`src/verilog/ookst_defines.svh`:
```
// Constants for the OOK slicer and threshold configuration block
// Function
// - Bit rate is 12800 kHz over 2*(C+1)*(D+1); D resets to 31.
// - One bit-rate timing drives receive recovery and transmit modulator.
// - Transmit filter bits 7..4 hold anti-alias K; host uses 11 for OOK.
// - Receive filter mode bit 7 set selects polyphase band-pass filters.
// - Polyphase centre bits 7..4 hold L; 3 gives 100 kHz.
// - Bandwidth bits 3..0 hold J for polyphase upper cutoff; only 0 or 1 (code passes all four bits, 0 to 15).
// - Bandwidth bits 7..4 select R-C filter, sixteen steps 65 to 987 kHz.
// - Slicer outputs 1 when strength exceeds threshold, else 0.
// - Gain register bits 3..2 pick fixed, peak or average threshold.
// - Fixed mode uses fixed threshold register, 0.5 dB steps, no adjust.
// - Gain register bits 1..0 set IF gain reduction 0 to 13.5 dB.
// - Average mode low-pass filters strength; bits 1..0 select cutoff.
// - Chip rate equals bit rate, doubled with Manchester encoding.
// - Peak mode: strength 6 dB above threshold sets threshold peak-6 dB.
// - Peak mode: each quiet decay interval lowers threshold by decay step.
// - Decay cfg bits 7..5 select step 0.5 to 6.0 dB.
// - Decay cfg bits 4..2 select interval, 8 chips to 1/16 chip.
// - Reset gives 0.5 dB decay step and one decay per chip.
`ifndef OOKST_DEFINES_SVH
`define OOKST_DEFINES_SVH

// Rates in kHz: crystal reference and system clock (50 ns)
`define OOKST_XTAL_KHZ 16'h3200
`define OOKST_CLK_KHZ 16'h4e20
`define OOKST_SUBS_PER_CHIP 18'h00010

// Register byte offsets
`define OOKST_OFF_DIVC 8'h00
`define OOKST_OFF_DIVD 8'h04
`define OOKST_OFF_TXF 8'h08
`define OOKST_OFF_RXMODE 8'h0c
`define OOKST_OFF_CENTER 8'h10
`define OOKST_OFF_BW 8'h14
`define OOKST_OFF_THRGAIN 8'h18
`define OOKST_OFF_FIXTHR 8'h1c
`define OOKST_OFF_DECAY 8'h20
`define OOKST_OFF_CTRL 8'h24
`define OOKST_OFF_STATUS 8'h28

// Reset values
`define OOKST_RST_DIVD 8'h1f
`define OOKST_RST_ZERO 8'h00

// Field positions
`define OOKST_F_HI 7:4
`define OOKST_F_LO 3:0
`define OOKST_F_MODE 3:2
`define OOKST_F_GAIN 1:0
`define OOKST_F_CUT 1:0
`define OOKST_F_STEP 7:5
`define OOKST_F_INTV 4:2
`define OOKST_F_POLY 7
`define OOKST_F_MANCH 0

// 6 dB in 0.5 dB units
`define OOKST_PEAK_MARGIN 8'h0c

// AXI responses
`define OOKST_RESP_OKAY 2'b00
`define OOKST_RESP_SLVERR 2'b10

`endif

```
`src/verilog/ookst_pkg.sv`:
```
// Types for the OOK slicer block
package ookst_pkg;

    typedef enum logic [1:0] {
        OOKST_FIXED  = 2'b00,
        OOKST_PEAK   = 2'b01,
        OOKST_AVG    = 2'b10,
        OOKST_UNUSED = 2'b11
    } ookst_thr_mode_t;

endpackage

```
`src/verilog/ookst_rate_gen.sv`:
```
// Bit-rate divider: crystal, sub-chip, chip and bit enables
`timescale 1ns/1ps
`include "ookst_defines.svh"
module ookst_rate_gen import ookst_pkg::*; (
    // Clock and reset
    input  wire logic       clk,
    input  wire logic       rst,
    // Divider settings
    input  wire logic [7:0] divC,
    input  wire logic [7:0] divD,
    input  wire logic       manchester,
    // Enables
    output logic            subTick,
    output logic            chipTick,
    output logic            bitTick
);
    logic [15:0] xAcc_q;
    logic [15:0] xSum;
    logic        xTick_q;
    logic [17:0] cPlus;
    logic [17:0] dPlus;
    logic [17:0] prodCD;
    logic [17:0] chipLen;
    logic [17:0] chipCnt_q;
    logic [17:0] subAcc_q;
    logic [17:0] subSum;
    logic        chipEnd;
    logic        chipPar_q;

    // Chip length in crystal periods, halved for Manchester
    assign cPlus   = {10'h000, divC} + 18'h00001;
    assign dPlus   = {10'h000, divD} + 18'h00001;
    assign prodCD  = 18'(cPlus * dPlus);
    assign chipLen = manchester ? prodCD : {prodCD[16:0], 1'b0};
    assign xSum    = xAcc_q + `OOKST_XTAL_KHZ;
    assign subSum  = subAcc_q + `OOKST_SUBS_PER_CHIP;
    assign chipEnd = xTick_q && (chipCnt_q >= chipLen - 18'h00001);

    // Crystal-rate enable from the system clock
    always_ff @(posedge clk) begin
        if (rst) begin
            xAcc_q  <= 16'h0000;
            xTick_q <= 1'b0;
        end else if (xSum >= `OOKST_CLK_KHZ) begin
            xAcc_q  <= xSum - `OOKST_CLK_KHZ;
            xTick_q <= 1'b1;
        end else begin
            xAcc_q  <= xSum;
            xTick_q <= 1'b0;
        end
    end

    // Chip counter
    always_ff @(posedge clk) begin
        if (rst) begin
            chipCnt_q <= 18'h00000;
        end else if (chipEnd) begin
            chipCnt_q <= 18'h00000;
        end else if (xTick_q) begin
            chipCnt_q <= chipCnt_q + 18'h00001;
        end
    end

    // Sixteen sub-chip enables, aligned to chip end
    always_ff @(posedge clk) begin
        if (rst) begin
            subAcc_q <= 18'h00000;
            subTick  <= 1'b0;
        end else if (chipEnd) begin
            subAcc_q <= 18'h00000;
            subTick  <= 1'b1;
        end else if (xTick_q && subSum >= chipLen) begin
            subAcc_q <= subSum - chipLen;
            subTick  <= 1'b1;
        end else begin
            subAcc_q <= xTick_q ? subSum : subAcc_q;
            subTick  <= 1'b0;
        end
    end

    // Chip and bit enables, shared by rx and tx
    always_ff @(posedge clk) begin
        if (rst) begin
            chipTick  <= 1'b0;
            bitTick   <= 1'b0;
            chipPar_q <= 1'b0;
        end else begin
            chipTick  <= chipEnd;
            bitTick   <= chipEnd && (!manchester || chipPar_q);
            chipPar_q <= chipEnd ? !chipPar_q : chipPar_q;
        end
    end

    // Checking helpers: ticks per chip
    logic [17:0] hX_q;
    logic [4:0]  hS_q;
    logic [17:0] lenPrev_q;
    logic        hOk_q;
    always_ff @(posedge clk) begin
        lenPrev_q <= chipLen;
        if (rst) begin
            hX_q  <= 18'h00000;
            hS_q  <= 5'h00;
            hOk_q <= 1'b1;
        end else begin
            hX_q <= (chipTick ? 18'h00000 : hX_q) + {17'h00000, xTick_q};
            hS_q <= (chipTick ? 5'h00 : hS_q) + {4'h0, subTick && !chipTick};
            if (chipLen != lenPrev_q) begin
                hOk_q <= 1'b0;
            end else if (chipTick) begin
                hOk_q <= 1'b1;
            end
        end
    end

    AST_CHIP_LEN: assert property (@(posedge clk) disable iff (rst)
        (chipTick && hOk_q && chipLen == lenPrev_q) |-> hX_q == chipLen)
        else $error("chip length differs from divider setting");
    AST_SUB16: assert property (@(posedge clk) disable iff (rst)
        (chipTick && hOk_q && chipLen == lenPrev_q && chipLen >= 18'h00010) |-> hS_q == 5'h0f)
        else $error("sub-chip enables per chip not sixteen");
    AST_BIT_PLAIN: assert property (@(posedge clk) disable iff (rst)
        (chipTick && !manchester) |-> bitTick ##1 !bitTick)
        else $error("bit enable missing at chip without Manchester");
endmodule

```
`src/verilog/ookst_avg_filter.sv`:
```
// Average threshold: first-order low-pass of signal strength
`timescale 1ns/1ps
`include "ookst_defines.svh"
module ookst_avg_filter import ookst_pkg::*; (
    // Clock and reset
    input  wire logic       clk,
    input  wire logic       rst,
    // Sample enable, sixteen per chip
    input  wire logic       sampleEn,
    input  wire logic [1:0] cutSel,
    input  wire logic [7:0] rssi,
    // Filtered level
    output logic [7:0]      avgOut
);
    logic [15:0]        acc_q;
    logic signed [16:0] diff;
    logic signed [16:0] delta;

    // Shift 8,6,5,4 gives chip rate over 32,8,4,2 pi
    function automatic logic [3:0] cutShift(input logic [1:0] sel);
        case (sel)
            2'b00:   cutShift = 4'h8;
            2'b01:   cutShift = 4'h6;
            2'b10:   cutShift = 4'h5;
            default: cutShift = 4'h4;
        endcase
    endfunction

    assign diff  = $signed({1'b0, rssi, 8'h00}) - $signed({1'b0, acc_q});
    assign delta = diff >>> cutShift(cutSel);
    assign avgOut = acc_q[15:8];

    // Integrator step per sample
    always_ff @(posedge clk) begin
        if (rst) begin
            acc_q <= 16'h0000;
        end else if (sampleEn) begin
            acc_q <= acc_q + delta[15:0];
        end
    end

    AST_AVG_TRACK: assert property (@(posedge clk) disable iff (rst)
        (sampleEn && {rssi, 8'h00} > acc_q)
        |=> (acc_q >= $past(acc_q)) && (acc_q <= {$past(rssi), 8'h00}))
        else $error("average does not move toward strength");
endmodule

```
`src/verilog/ookst_top.sv`:
```
// OOK slicer, threshold and filter configuration with AXI4-Lite registers
//
// Design decisions made here: the AXI4-Lite register port and the placing of the registers.
`timescale 1ns/1ps
`include "ookst_defines.svh"
module ookst_top import ookst_pkg::*; (
    // Clock and reset
    input  wire logic        clk,
    input  wire logic        rst,
    // AXI4-Lite write address
    input  wire logic [7:0]  s_axi_awaddr,
    input  wire logic        s_axi_awvalid,
    output logic             s_axi_awready,
    // AXI4-Lite write data
    input  wire logic [31:0] s_axi_wdata,
    input  wire logic [3:0]  s_axi_wstrb,
    input  wire logic        s_axi_wvalid,
    output logic             s_axi_wready,
    // AXI4-Lite write response
    output logic [1:0]       s_axi_bresp,
    output logic             s_axi_bvalid,
    input  wire logic        s_axi_bready,
    // AXI4-Lite read address
    input  wire logic [7:0]  s_axi_araddr,
    input  wire logic        s_axi_arvalid,
    output logic             s_axi_arready,
    // AXI4-Lite read data
    output logic [31:0]      s_axi_rdata,
    output logic [1:0]       s_axi_rresp,
    output logic             s_axi_rvalid,
    input  wire logic        s_axi_rready,
    // Signal strength samples
    input  wire logic [7:0]  rssiIn,
    input  wire logic        rssiValid,
    // Demodulated data and bit timing
    output logic             slicedData,
    output logic             rxBitTick,
    output logic             txBitTick,
    // Analog filter and gain settings
    output logic [3:0]       txAntialiasCutoff,
    output logic             polyphaseEn,
    output logic [3:0]       polyphaseCenterFreq,
    output logic [3:0]       polyphaseUpperCutoff,
    output logic [3:0]       rcBandwidthSel,
    output logic [1:0]       ifGainReduce
);
    // Configuration registers
    logic [7:0] divC_q;
    logic [7:0] divD_q;
    logic [7:0] txFilt_q;
    logic [7:0] rxMode_q;
    logic [7:0] center_q;
    logic [7:0] bw_q;
    logic [7:0] thrGain_q;
    logic [7:0] fixThr_q;
    logic [7:0] decay_q;
    logic [7:0] ctrl_q;

    // Bus state
    logic [7:0]  awAddr_q;
    logic        awHave_q;
    logic [31:0] wData_q;
    logic        wStrb0_q;
    logic        wHave_q;
    logic        doWrite;
    logic        bvalid_q;
    logic [1:0]  bresp_q;
    logic        rvalid_q;
    logic [1:0]  rresp_q;
    logic [31:0] rdata_q;

    // Slicer state
    ookst_thr_mode_t thrMode;
    logic [7:0]      thr_q;
    logic [7:0]      thrSel;
    logic [7:0]      avgThr;
    logic [7:0]      decayCnt_q;
    logic [7:0]      stepVal;
    logic            decayEvt;
    logic            attack;
    logic            slice_q;
    logic            subTick;
    logic            bitTick;

    // Register offset check, shared by both channels
    function automatic logic isMapped(input logic [7:0] a);
        case ({a[7:2], 2'b00})
            `OOKST_OFF_DIVC, `OOKST_OFF_DIVD, `OOKST_OFF_TXF,
            `OOKST_OFF_RXMODE, `OOKST_OFF_CENTER, `OOKST_OFF_BW,
            `OOKST_OFF_THRGAIN, `OOKST_OFF_FIXTHR, `OOKST_OFF_DECAY,
            `OOKST_OFF_CTRL, `OOKST_OFF_STATUS: isMapped = 1'b1;
            default: isMapped = 1'b0;
        endcase
    endfunction

    // Decay step in 0.5 dB units
    function automatic logic [7:0] decayStep(input logic [2:0] sel);
        case (sel)
            3'b000:  decayStep = 8'h01;
            3'b001:  decayStep = 8'h02;
            3'b010:  decayStep = 8'h03;
            3'b011:  decayStep = 8'h04;
            3'b100:  decayStep = 8'h06;
            3'b101:  decayStep = 8'h08;
            3'b110:  decayStep = 8'h0a;
            default: decayStep = 8'h0c;
        endcase
    endfunction

    // Decay interval in sixteenths of a chip
    function automatic logic [7:0] decaySubs(input logic [2:0] sel);
        case (sel)
            3'b000:  decaySubs = 8'h10;
            3'b001:  decaySubs = 8'h20;
            3'b010:  decaySubs = 8'h40;
            3'b011:  decaySubs = 8'h80;
            3'b100:  decaySubs = 8'h08;
            3'b101:  decaySubs = 8'h04;
            3'b110:  decaySubs = 8'h02;
            default: decaySubs = 8'h01;
        endcase
    endfunction

    // Bus handshakes: one write and one read in flight
    assign s_axi_awready = !awHave_q;
    assign s_axi_wready  = !wHave_q;
    assign s_axi_arready = !rvalid_q;
    assign s_axi_bvalid  = bvalid_q;
    assign s_axi_bresp   = bresp_q;
    assign s_axi_rvalid  = rvalid_q;
    assign s_axi_rresp   = rresp_q;
    assign s_axi_rdata   = rdata_q;
    assign doWrite       = awHave_q && wHave_q && !bvalid_q;

    // Write address and data capture, either order
    always_ff @(posedge clk) begin
        if (rst) begin
            awAddr_q <= 8'h00;
            awHave_q <= 1'b0;
            wData_q  <= 32'h00000000;
            wStrb0_q <= 1'b0;
            wHave_q  <= 1'b0;
        end else if (doWrite) begin
            awHave_q <= 1'b0;
            wHave_q  <= 1'b0;
        end else begin
            if (s_axi_awvalid && !awHave_q) begin
                awAddr_q <= s_axi_awaddr;
                awHave_q <= 1'b1;
            end
            if (s_axi_wvalid && !wHave_q) begin
                wData_q  <= s_axi_wdata;
                wStrb0_q <= s_axi_wstrb[0];
                wHave_q  <= 1'b1;
            end
        end
    end

    // Write response
    always_ff @(posedge clk) begin
        if (rst) begin
            bvalid_q <= 1'b0;
            bresp_q  <= `OOKST_RESP_OKAY;
        end else if (doWrite) begin
            bvalid_q <= 1'b1;
            bresp_q  <= isMapped(awAddr_q) ? `OOKST_RESP_OKAY : `OOKST_RESP_SLVERR;
        end else if (s_axi_bready) begin
            bvalid_q <= 1'b0;
        end
    end

    // Register writes, low byte lane only
    always_ff @(posedge clk) begin
        if (rst) begin
            divC_q    <= `OOKST_RST_ZERO;
            divD_q    <= `OOKST_RST_DIVD;
            txFilt_q  <= `OOKST_RST_ZERO;
            rxMode_q  <= `OOKST_RST_ZERO;
            center_q  <= `OOKST_RST_ZERO;
            bw_q      <= `OOKST_RST_ZERO;
            thrGain_q <= `OOKST_RST_ZERO;
            fixThr_q  <= `OOKST_RST_ZERO;
            decay_q   <= `OOKST_RST_ZERO;
            ctrl_q    <= `OOKST_RST_ZERO;
        end else if (doWrite && wStrb0_q) begin
            case ({awAddr_q[7:2], 2'b00})
                `OOKST_OFF_DIVC:    divC_q    <= wData_q[7:0];
                `OOKST_OFF_DIVD:    divD_q    <= wData_q[7:0];
                `OOKST_OFF_TXF:     txFilt_q  <= wData_q[7:0];
                `OOKST_OFF_RXMODE:  rxMode_q  <= wData_q[7:0];
                `OOKST_OFF_CENTER:  center_q  <= wData_q[7:0];
                `OOKST_OFF_BW:      bw_q      <= wData_q[7:0];
                `OOKST_OFF_THRGAIN: thrGain_q <= wData_q[7:0];
                `OOKST_OFF_FIXTHR:  fixThr_q  <= wData_q[7:0];
                `OOKST_OFF_DECAY:   decay_q   <= wData_q[7:0];
                `OOKST_OFF_CTRL:    ctrl_q    <= {7'h00, wData_q[`OOKST_F_MANCH]};
                default:            divC_q    <= divC_q;
            endcase
        end
    end

    // Read channel: data latched at address handshake
    always_ff @(posedge clk) begin
        if (rst) begin
            rvalid_q <= 1'b0;
            rresp_q  <= `OOKST_RESP_OKAY;
            rdata_q  <= 32'h00000000;
        end else if (s_axi_arvalid && !rvalid_q) begin
            rvalid_q <= 1'b1;
            rresp_q  <= isMapped(s_axi_araddr) ? `OOKST_RESP_OKAY : `OOKST_RESP_SLVERR;
            case ({s_axi_araddr[7:2], 2'b00})
                `OOKST_OFF_DIVC:    rdata_q <= {24'h000000, divC_q};
                `OOKST_OFF_DIVD:    rdata_q <= {24'h000000, divD_q};
                `OOKST_OFF_TXF:     rdata_q <= {24'h000000, txFilt_q};
                `OOKST_OFF_RXMODE:  rdata_q <= {24'h000000, rxMode_q};
                `OOKST_OFF_CENTER:  rdata_q <= {24'h000000, center_q};
                `OOKST_OFF_BW:      rdata_q <= {24'h000000, bw_q};
                `OOKST_OFF_THRGAIN: rdata_q <= {24'h000000, thrGain_q};
                `OOKST_OFF_FIXTHR:  rdata_q <= {24'h000000, fixThr_q};
                `OOKST_OFF_DECAY:   rdata_q <= {24'h000000, decay_q};
                `OOKST_OFF_CTRL:    rdata_q <= {24'h000000, ctrl_q};
                `OOKST_OFF_STATUS:  rdata_q <= {23'h000000, slice_q, thrSel};
                default:            rdata_q <= 32'h00000000;
            endcase
        end else if (s_axi_rready) begin
            rvalid_q <= 1'b0;
        end
    end

    // Filter and gain settings to the analog chain
    assign txAntialiasCutoff    = txFilt_q[`OOKST_F_HI];
    assign polyphaseEn          = rxMode_q[`OOKST_F_POLY];
    assign polyphaseCenterFreq  = center_q[`OOKST_F_HI];
    assign polyphaseUpperCutoff = bw_q[`OOKST_F_LO];
    assign rcBandwidthSel       = bw_q[`OOKST_F_HI];
    assign ifGainReduce         = thrGain_q[`OOKST_F_GAIN];

    // Shared bit-rate timing
    ookst_rate_gen uRate (
        .clk        (clk),
        .rst        (rst),
        .divC       (divC_q),
        .divD       (divD_q),
        .manchester (ctrl_q[`OOKST_F_MANCH]),
        .subTick    (subTick),
        .chipTick   (),
        .bitTick    (bitTick)
    );
    assign rxBitTick = bitTick;
    assign txBitTick = bitTick;

    // Average-referenced threshold
    ookst_avg_filter uAvg (
        .clk      (clk),
        .rst      (rst),
        .sampleEn (subTick),
        .cutSel   (decay_q[`OOKST_F_CUT]),
        .rssi     (rssiIn),
        .avgOut   (avgThr)
    );

    // Peak detector terms
    assign thrMode  = ookst_thr_mode_t'(thrGain_q[`OOKST_F_MODE]);
    assign stepVal  = decayStep(decay_q[`OOKST_F_STEP]);
    assign attack   = (thrMode == OOKST_PEAK) && rssiValid
                      && ({1'b0, rssiIn} > {1'b0, thr_q} + {1'b0, `OOKST_PEAK_MARGIN});
    assign decayEvt = subTick
                      && (decayCnt_q >= decaySubs(decay_q[`OOKST_F_INTV]) - 8'h01);

    // Decay interval counter, restarted by each peak
    always_ff @(posedge clk) begin
        if (rst) begin
            decayCnt_q <= 8'h00;
        end else if (attack || decayEvt) begin
            decayCnt_q <= 8'h00;
        end else if (subTick) begin
            decayCnt_q <= decayCnt_q + 8'h01;
        end
    end

    // Fast attack, stepped decay
    always_ff @(posedge clk) begin
        if (rst) begin
            thr_q <= 8'h00;
        end else if (attack) begin
            thr_q <= rssiIn - `OOKST_PEAK_MARGIN;
        end else if (thrMode == OOKST_PEAK && decayEvt) begin
            thr_q <= (thr_q > stepVal) ? thr_q - stepVal : 8'h00;
        end
    end

    // Threshold source by mode; unused code falls back to fixed
    always_comb begin
        case (thrMode)
            OOKST_FIXED: thrSel = fixThr_q;
            OOKST_PEAK:  thrSel = thr_q;
            OOKST_AVG:   thrSel = avgThr;
            default:     thrSel = fixThr_q;
        endcase
    end

    // Slicer decision on each sample
    always_ff @(posedge clk) begin
        if (rst) begin
            slice_q <= 1'b0;
        end else if (rssiValid) begin
            slice_q <= rssiIn > thrSel;
        end
    end
    assign slicedData = slice_q;

    AST_SLICE: assert property (@(posedge clk) disable iff (rst)
        rssiValid |=> slicedData == ($past(rssiIn) > $past(thrSel)))
        else $error("slicer output wrong for sample");
    AST_PEAK_ATTACK: assert property (@(posedge clk) disable iff (rst)
        attack |=> thr_q == $past(rssiIn) - 8'h0c)
        else $error("peak attack did not set threshold 6 dB below");
    AST_DECAY: assert property (@(posedge clk) disable iff (rst)
        (thrMode == OOKST_PEAK && decayEvt && !attack && thr_q > stepVal)
        |=> thr_q == $past(thr_q) - $past(stepVal))
        else $error("threshold decay step wrong");
    AST_HOLD: assert property (@(posedge clk) disable iff (rst)
        (!attack && !decayEvt) |=> $stable(thr_q))
        else $error("threshold moved without peak or decay");
    AST_FIXED: assert property (@(posedge clk) disable iff (rst)
        (thrMode == OOKST_FIXED && rssiValid) |=> slicedData == ($past(rssiIn) > $past(fixThr_q)))
        else $error("fixed mode not using fixed threshold");
    AST_AVG: assert property (@(posedge clk) disable iff (rst)
        (thrGain_q[3:2] == 2'b10 && rssiValid) |=> slicedData == ($past(rssiIn) > $past(avgThr)))
        else $error("average mode not using filtered level");
    AST_DEF_D: assert property (@(posedge clk) disable iff (rst)
        $past(rst) |-> (divD_q == 8'h1f && decay_q == 8'h00))
        else $error("divider D or decay default wrong after reset");
endmodule

```
`config.mk`:
```
export PLATFORM = sky130hd
export DESIGN_NAME = ookst_top
export DESIGN_NICKNAME = d
export VERILOG_FILES = /design/src/verilog/ookst_pkg.sv /design/src/verilog/ookst_rate_gen.sv /design/src/verilog/ookst_avg_filter.sv /design/src/verilog/ookst_top.sv
export VERILOG_INCLUDE_DIRS = /design/src /design/src/verilog
export SDC_FILE = /design/constraint.sdc
export NUM_CORES = 1
export LEC_CHECK = 0
export BUFFER_PORTS_ARGS = -buffer_cell sky130_fd_sc_hd__clkbuf_2
export CORE_MARGIN = 10
export CORE_UTILIZATION = 30
export DETAILED_ROUTE_END_ITERATION = 8
export PLACE_DENSITY = 0.51
export SLEW_MARGIN = 20
export SYNTH_ARGS = -nofsm -noshare
export SYNTH_HDL_FRONTEND = slang
export SYNTH_SLANG_ARGS = --single-unit
export TNS_END_PERCENT = 10
```
`constraint.sdc`:
```
create_clock -name clk -period 8.2 [get_ports clk]
set_input_delay 1.64 -clock clk [delete_from_list [all_inputs] [get_ports clk]]
set_output_delay 1.64 -clock clk [all_outputs]
set_load 0.02 [all_outputs]
```
==> impl_metrics.csv <==
group,metric,value,unit
status,outcome,"complete, no violations",
timing,finClkSkew,0.0216,ns
pwr,leakage,7.53,nW
clocking,h-tree-depth,4,
global_routing,grt.total_usage,0.134,
timing,setup_ws,0.448,ns
die,start_util,0.303,
global_routing,grt_max_degree,95,
pwr,seq_power_share,0.308,
route,antenna_left,0,
synthesis,synth_top_family_by_area,"simple AND/OR/NAND/NOR gates",
synthesis,synthMuxAreaShare,0.0795,
synthesis,synthAdderAreaFrac,0.179,
synthesis,synth_xor_area_frac,0.0819,
cells_and_area,final_util,0.336,
setup_path,start_kind,"flip-flop",
die,die-width,248,um
cells_and_area,antenna_cells,0,
setup_path,cp.depth,27,
synthesis,dominantRegCellSynth,"dfxtp_1",
place,hpwl,31.5,mm
pwr,power_frac_clock,0.250,
cells_and_area,layout.cells.non_filler,2629,
pwr,p_int,2.14,mW
synthesis,synth_edf_count,0,
timing,tns,0,ns
setup_path,worstSetupPathType,"reg2reg",
setup_path,arrival,8.13,ns
clocking,clockRootBuffer,"clkbuf_16",
route,vias_per_cell,4.96,
setup_path,critPathMaxFanout,9,
min_path,hold_depth,2,
synthesis,postSynthCellCount,1896,
timing,relSlewSlack,0.304,
route,drc,0,
synthesis,synth-simple-area-share,0.191,
synthesis,async_reset_ff_frac,0,
pwr,p_switching,1.39,mW
setup_path,timing.critical_path.mode_cell,"fa_1",
clocking,cts_resized,0,
run,maxCapViolCount,0,
setup_path,critPathTopFamily,"adder cells",
pwr,total_power,3.53,mW
route,drt-wirelength-per-cell,15.6,um
cells_and_area,multiInputGateArea,10900,um^2
place,pre_cts_ws,0.315,ns
place,gp_congestion,0.856,
pwr,ir_drop,153,uV
die,io_pins,131,
cells_and_area,areaGrowthSynthToFinish,10.7,%
timing,final_max_slew_viol_count,0,
clocking,clk_latency,0.49,ns
clocking,clk_path_buf_depth,2,
timing,max_freq,0.129,GHz
timing,fin_crit_sh,0.945,
synthesis,ys_seq_elements,187,
setup_path,cp-end-kind,"flip-flop",
global_routing,grt_pass1_vias,12800,
die,rows,83,
timing,rsz0062_at_grt,"no",
route,wirelength,41.0,mm
clocking,clkSlewWorstSetupHoldPaths,0.08,ns
die,core-area,51400,um^2
cells_and_area,seqCellArea,3740,um^2
clocking,clock-sinks,187,
setup_path,crit_buf_inv,4,
pwr,combPwrFrac,0.442,
global_routing,antenna_found_initial,1,
synthesis,synth_compound_area_frac,0.159,
clocking,ctsHoldBuffers,0,
timing,setup_viol,0,
global_routing,grt_pass1_wl,67.1,mm
synthesis,ys_types,79,
global_routing,grt.overflow.total,0,
route,first_pass_iters,5,
synthesis,avgSynthCellArea,8.22,um^2
timing,min_period,7.75,ns
die,dieArea,61400,um^2
pwr,switching_share,0.394,
timing,tightest_slew,1.04,ns
die,die_h,248,um
cells_and_area,drive_above_1_share,0.100,
setup_path,reg2reg_depth,27,
cells_and_area,fillers,5421,
synthesis,synth_area,15600,um^2
pwr,powerDensity,204,nW/um^2
clocking,cts_tree,"yes",
clocking,post-cts-setup-buffer-count,0,
timing,finalHoldViolCount,0,
setup_path,max_stage_delay,0.54,ns
place,port_buffers,74,
place,dpl.cell_count,2597,
route,drt_iter0_drc,751,
cells_and_area,final_nets,2194,
synthesis,yosysWarnings,0,
route,vias,13000,
clocking,cts_buffers,17,
setup_path,cpMaxStageDelayCell,"fa_1",
min_path,hold_class,"reg2reg",
setup_path,cp.required,8.57,ns
synthesis,seq_area_frac_synth,0.240,
-- cells in the mapped netlist (5+ instances only) --
cell / instances / share of area
nor2_1: 256 / 0.062
dfxtp_1: 187 / 0.24
nand2_1: 176 / 0.042
ha_1: 137 / 0.11
inv_1: 132 / 0.032
a21oi_1: 107 / 0.034
mux2i_1: 84 / 0.054
xnor2_1: 72 / 0.040
xor2_1: 70 / 0.039
clkbuf_1: 61 / 0.015
o21ai_0: 61 / 0.020
fa_1: 53 / 0.068
nand3_1: 43 / 0.014
buf_4: 36 / 0.017
a21o_1: 35 / 0.017
nand2b_1: 27 / 0.011
nor2b_1: 27 / 0.011
nor3_1: 27 / 0.0087
a211oi_1: 22 / 0.011
a22oi_1: 20 / 0.0096
nand4_1: 20 / 0.0080
and3_1: 19 / 0.0076
mux4_2: 14 / 0.020
or2_2: 14 / 0.0056
a211o_1: 12 / 0.0067
buf_1: 12 / 0.0029
o21a_1: 11 / 0.0053
or3_1: 11 / 0.0044
nor3b_1: 9 / 0.0043
a221oi_1: 8 / 0.0045
a311oi_1: 8 / 0.0045
a31oi_1: 8 / 0.0032
and2_1: 8 / 0.0032
o21bai_1: 8 / 0.0039
o221ai_1: 8 / 0.0045
nand3b_1: 7 / 0.0034
mux2_2: 6 / 0.0043
a2111oi_0: 5 / 0.0028
a32oi_1: 5 / 0.0028
o31a_1: 5 / 0.0028
-- flip-flops by register name (all words and copies together), names as in the netlist, 6 cells and up --
signal and cells:
thr_q 8, uRate.xAcc_q 11, fixThr_q 8, txFilt_q 8, uAvg.acc_q 16, decay_q 8
decayCnt_q 8, center_q 8, uRate.chipCnt_q 18, divC_q 8, rxMode_q 8, divD_q 8
bw_q 8, wData_q 8, s_axi_rdata 9, awAddr_q 6, uRate.subAcc_q 18, thrGain_q 8
-- kinds of logic after synthesis --
family	Yosys count
compound gates	366
mux	105
other cells	2
flops	187
simple gates	656
buf+inv	245
fa+ha+maj	191
xor+xnor	144
-- metal layers --
| metal | vias up | global-route usage | part of all wire |
|---|---|---|---|
| met4 | 0 | 0.0506 | 0.025 |
| met1 | 6188 | 0.167 | 0.46 |
| li1 | 6581 | - | - |
| met3 | 54 | 0.0247 | 0.036 |
| met2 | 213 | 0.227 | 0.48 |
| met5 | - | 0 | 0 |
-- cell type report --
| cell class | instances | share of cell area |
|---|---|---|
| Timing Repair Buffer | 110 | 0.0394 |
| Clock buffer | 19 | 0.0263 |
| Inverter | 132 | 0.0287 |
| Sequential cell | 187 | 0.217 |
| Tap cell | 680 | 0.0493 |
| Clock inverter | 13 | 0.00885 |
| Multi-Input combinational cell | 1488 | 0.630 |
-- metrics by stage --
step	cell area (um^2)	hold WS, ns
6_report	17300	0.450
5_1_grt	17300	0.481
4_1_cts	17200	0.455
3_5_place_dp	16600	0.445
3_3_place_gp	16600	0.435
2_1_floorplan	15700	0.429
-- worst register-to-register path, stage by stage (launching register included) --
cell and delay (ns):
dfxtp_1 0.43, ha_1 0.25, nand3_1 0.14, xor2_1 0.17, buf_4 0.17, or2_2 0.31
fa_1 0.48, fa_1 0.50, inv_1 0.06, fa_1 0.55, inv_1 0.06, fa_1 0.53
inv_1 0.04, ha_1 0.33, a21oi_1 0.20, o21ai_0 0.13, xnor2_1 0.16, mux2_2 0.31
ha_1 0.35, a211o_1 0.31, o31a_1 0.34, o41ai_1 0.42, o21ai_0 0.16, a41o_1 0.30
or2_1 0.39, mux2_4 0.36, a22oi_2 0.17, nor2_1 0.05
-- power by group through the flow --
stage	Sequential, mW	Combinational, mW	Clock (mW)
finish	1.09	1.56	0.882
global route	1.10	1.76	0.950
CTS	1.09	1.56	0.917
detailed placement	1.11	1.55	0
global placement	1.11	1.53	0
floorplan	1.08	1.27	0
-- final timing paths --
check | from | end | slack (ns)
worst max-delay path | divC_q[0]$_SDFFE_PP0P_ | uRate.subAcc_q[9]$_SDFFE_PP0P_ | 0.45
worst min register to register | center_q[1]$_SDFFE_PP0P_ | center_q[1]$_SDFFE_PP0P_ | 0.45
worst min-delay path | center_q[1]$_SDFFE_PP0P_ | center_q[1]$_SDFFE_PP0P_ | 0.45
worst max register to register | divC_q[0]$_SDFFE_PP0P_ | uRate.subAcc_q[9]$_SDFFE_PP0P_ | 0.45
-- placed cells by master (no fill, tap or decap), types with 11 or more instances in the layout --
cell type / instances
o21a_1: 11
nor3_1: 27
or2_2: 14
nand4_1: 20
or3_1: 11
a211oi_1: 22
a211o_1: 12
clkbuf_2: 73
mux4_2: 14
xnor2_1: 72
inv_1: 132
clkbuf_16: 17
dfxtp_1: 186
conb_1: 26
and3_1: 19
nand3_1: 43
nand2_1: 176
xor2_1: 69
o21ai_0: 60
fa_1: 53
nor2b_1: 27
nand2b_1: 27
nor2_1: 255
a21oi_1: 107
a21o_1: 35
a22oi_1: 20
mux2i_1: 84
buf_4: 34
ha_1: 137
Note: power is estimated with default switching activity, not from simulation.
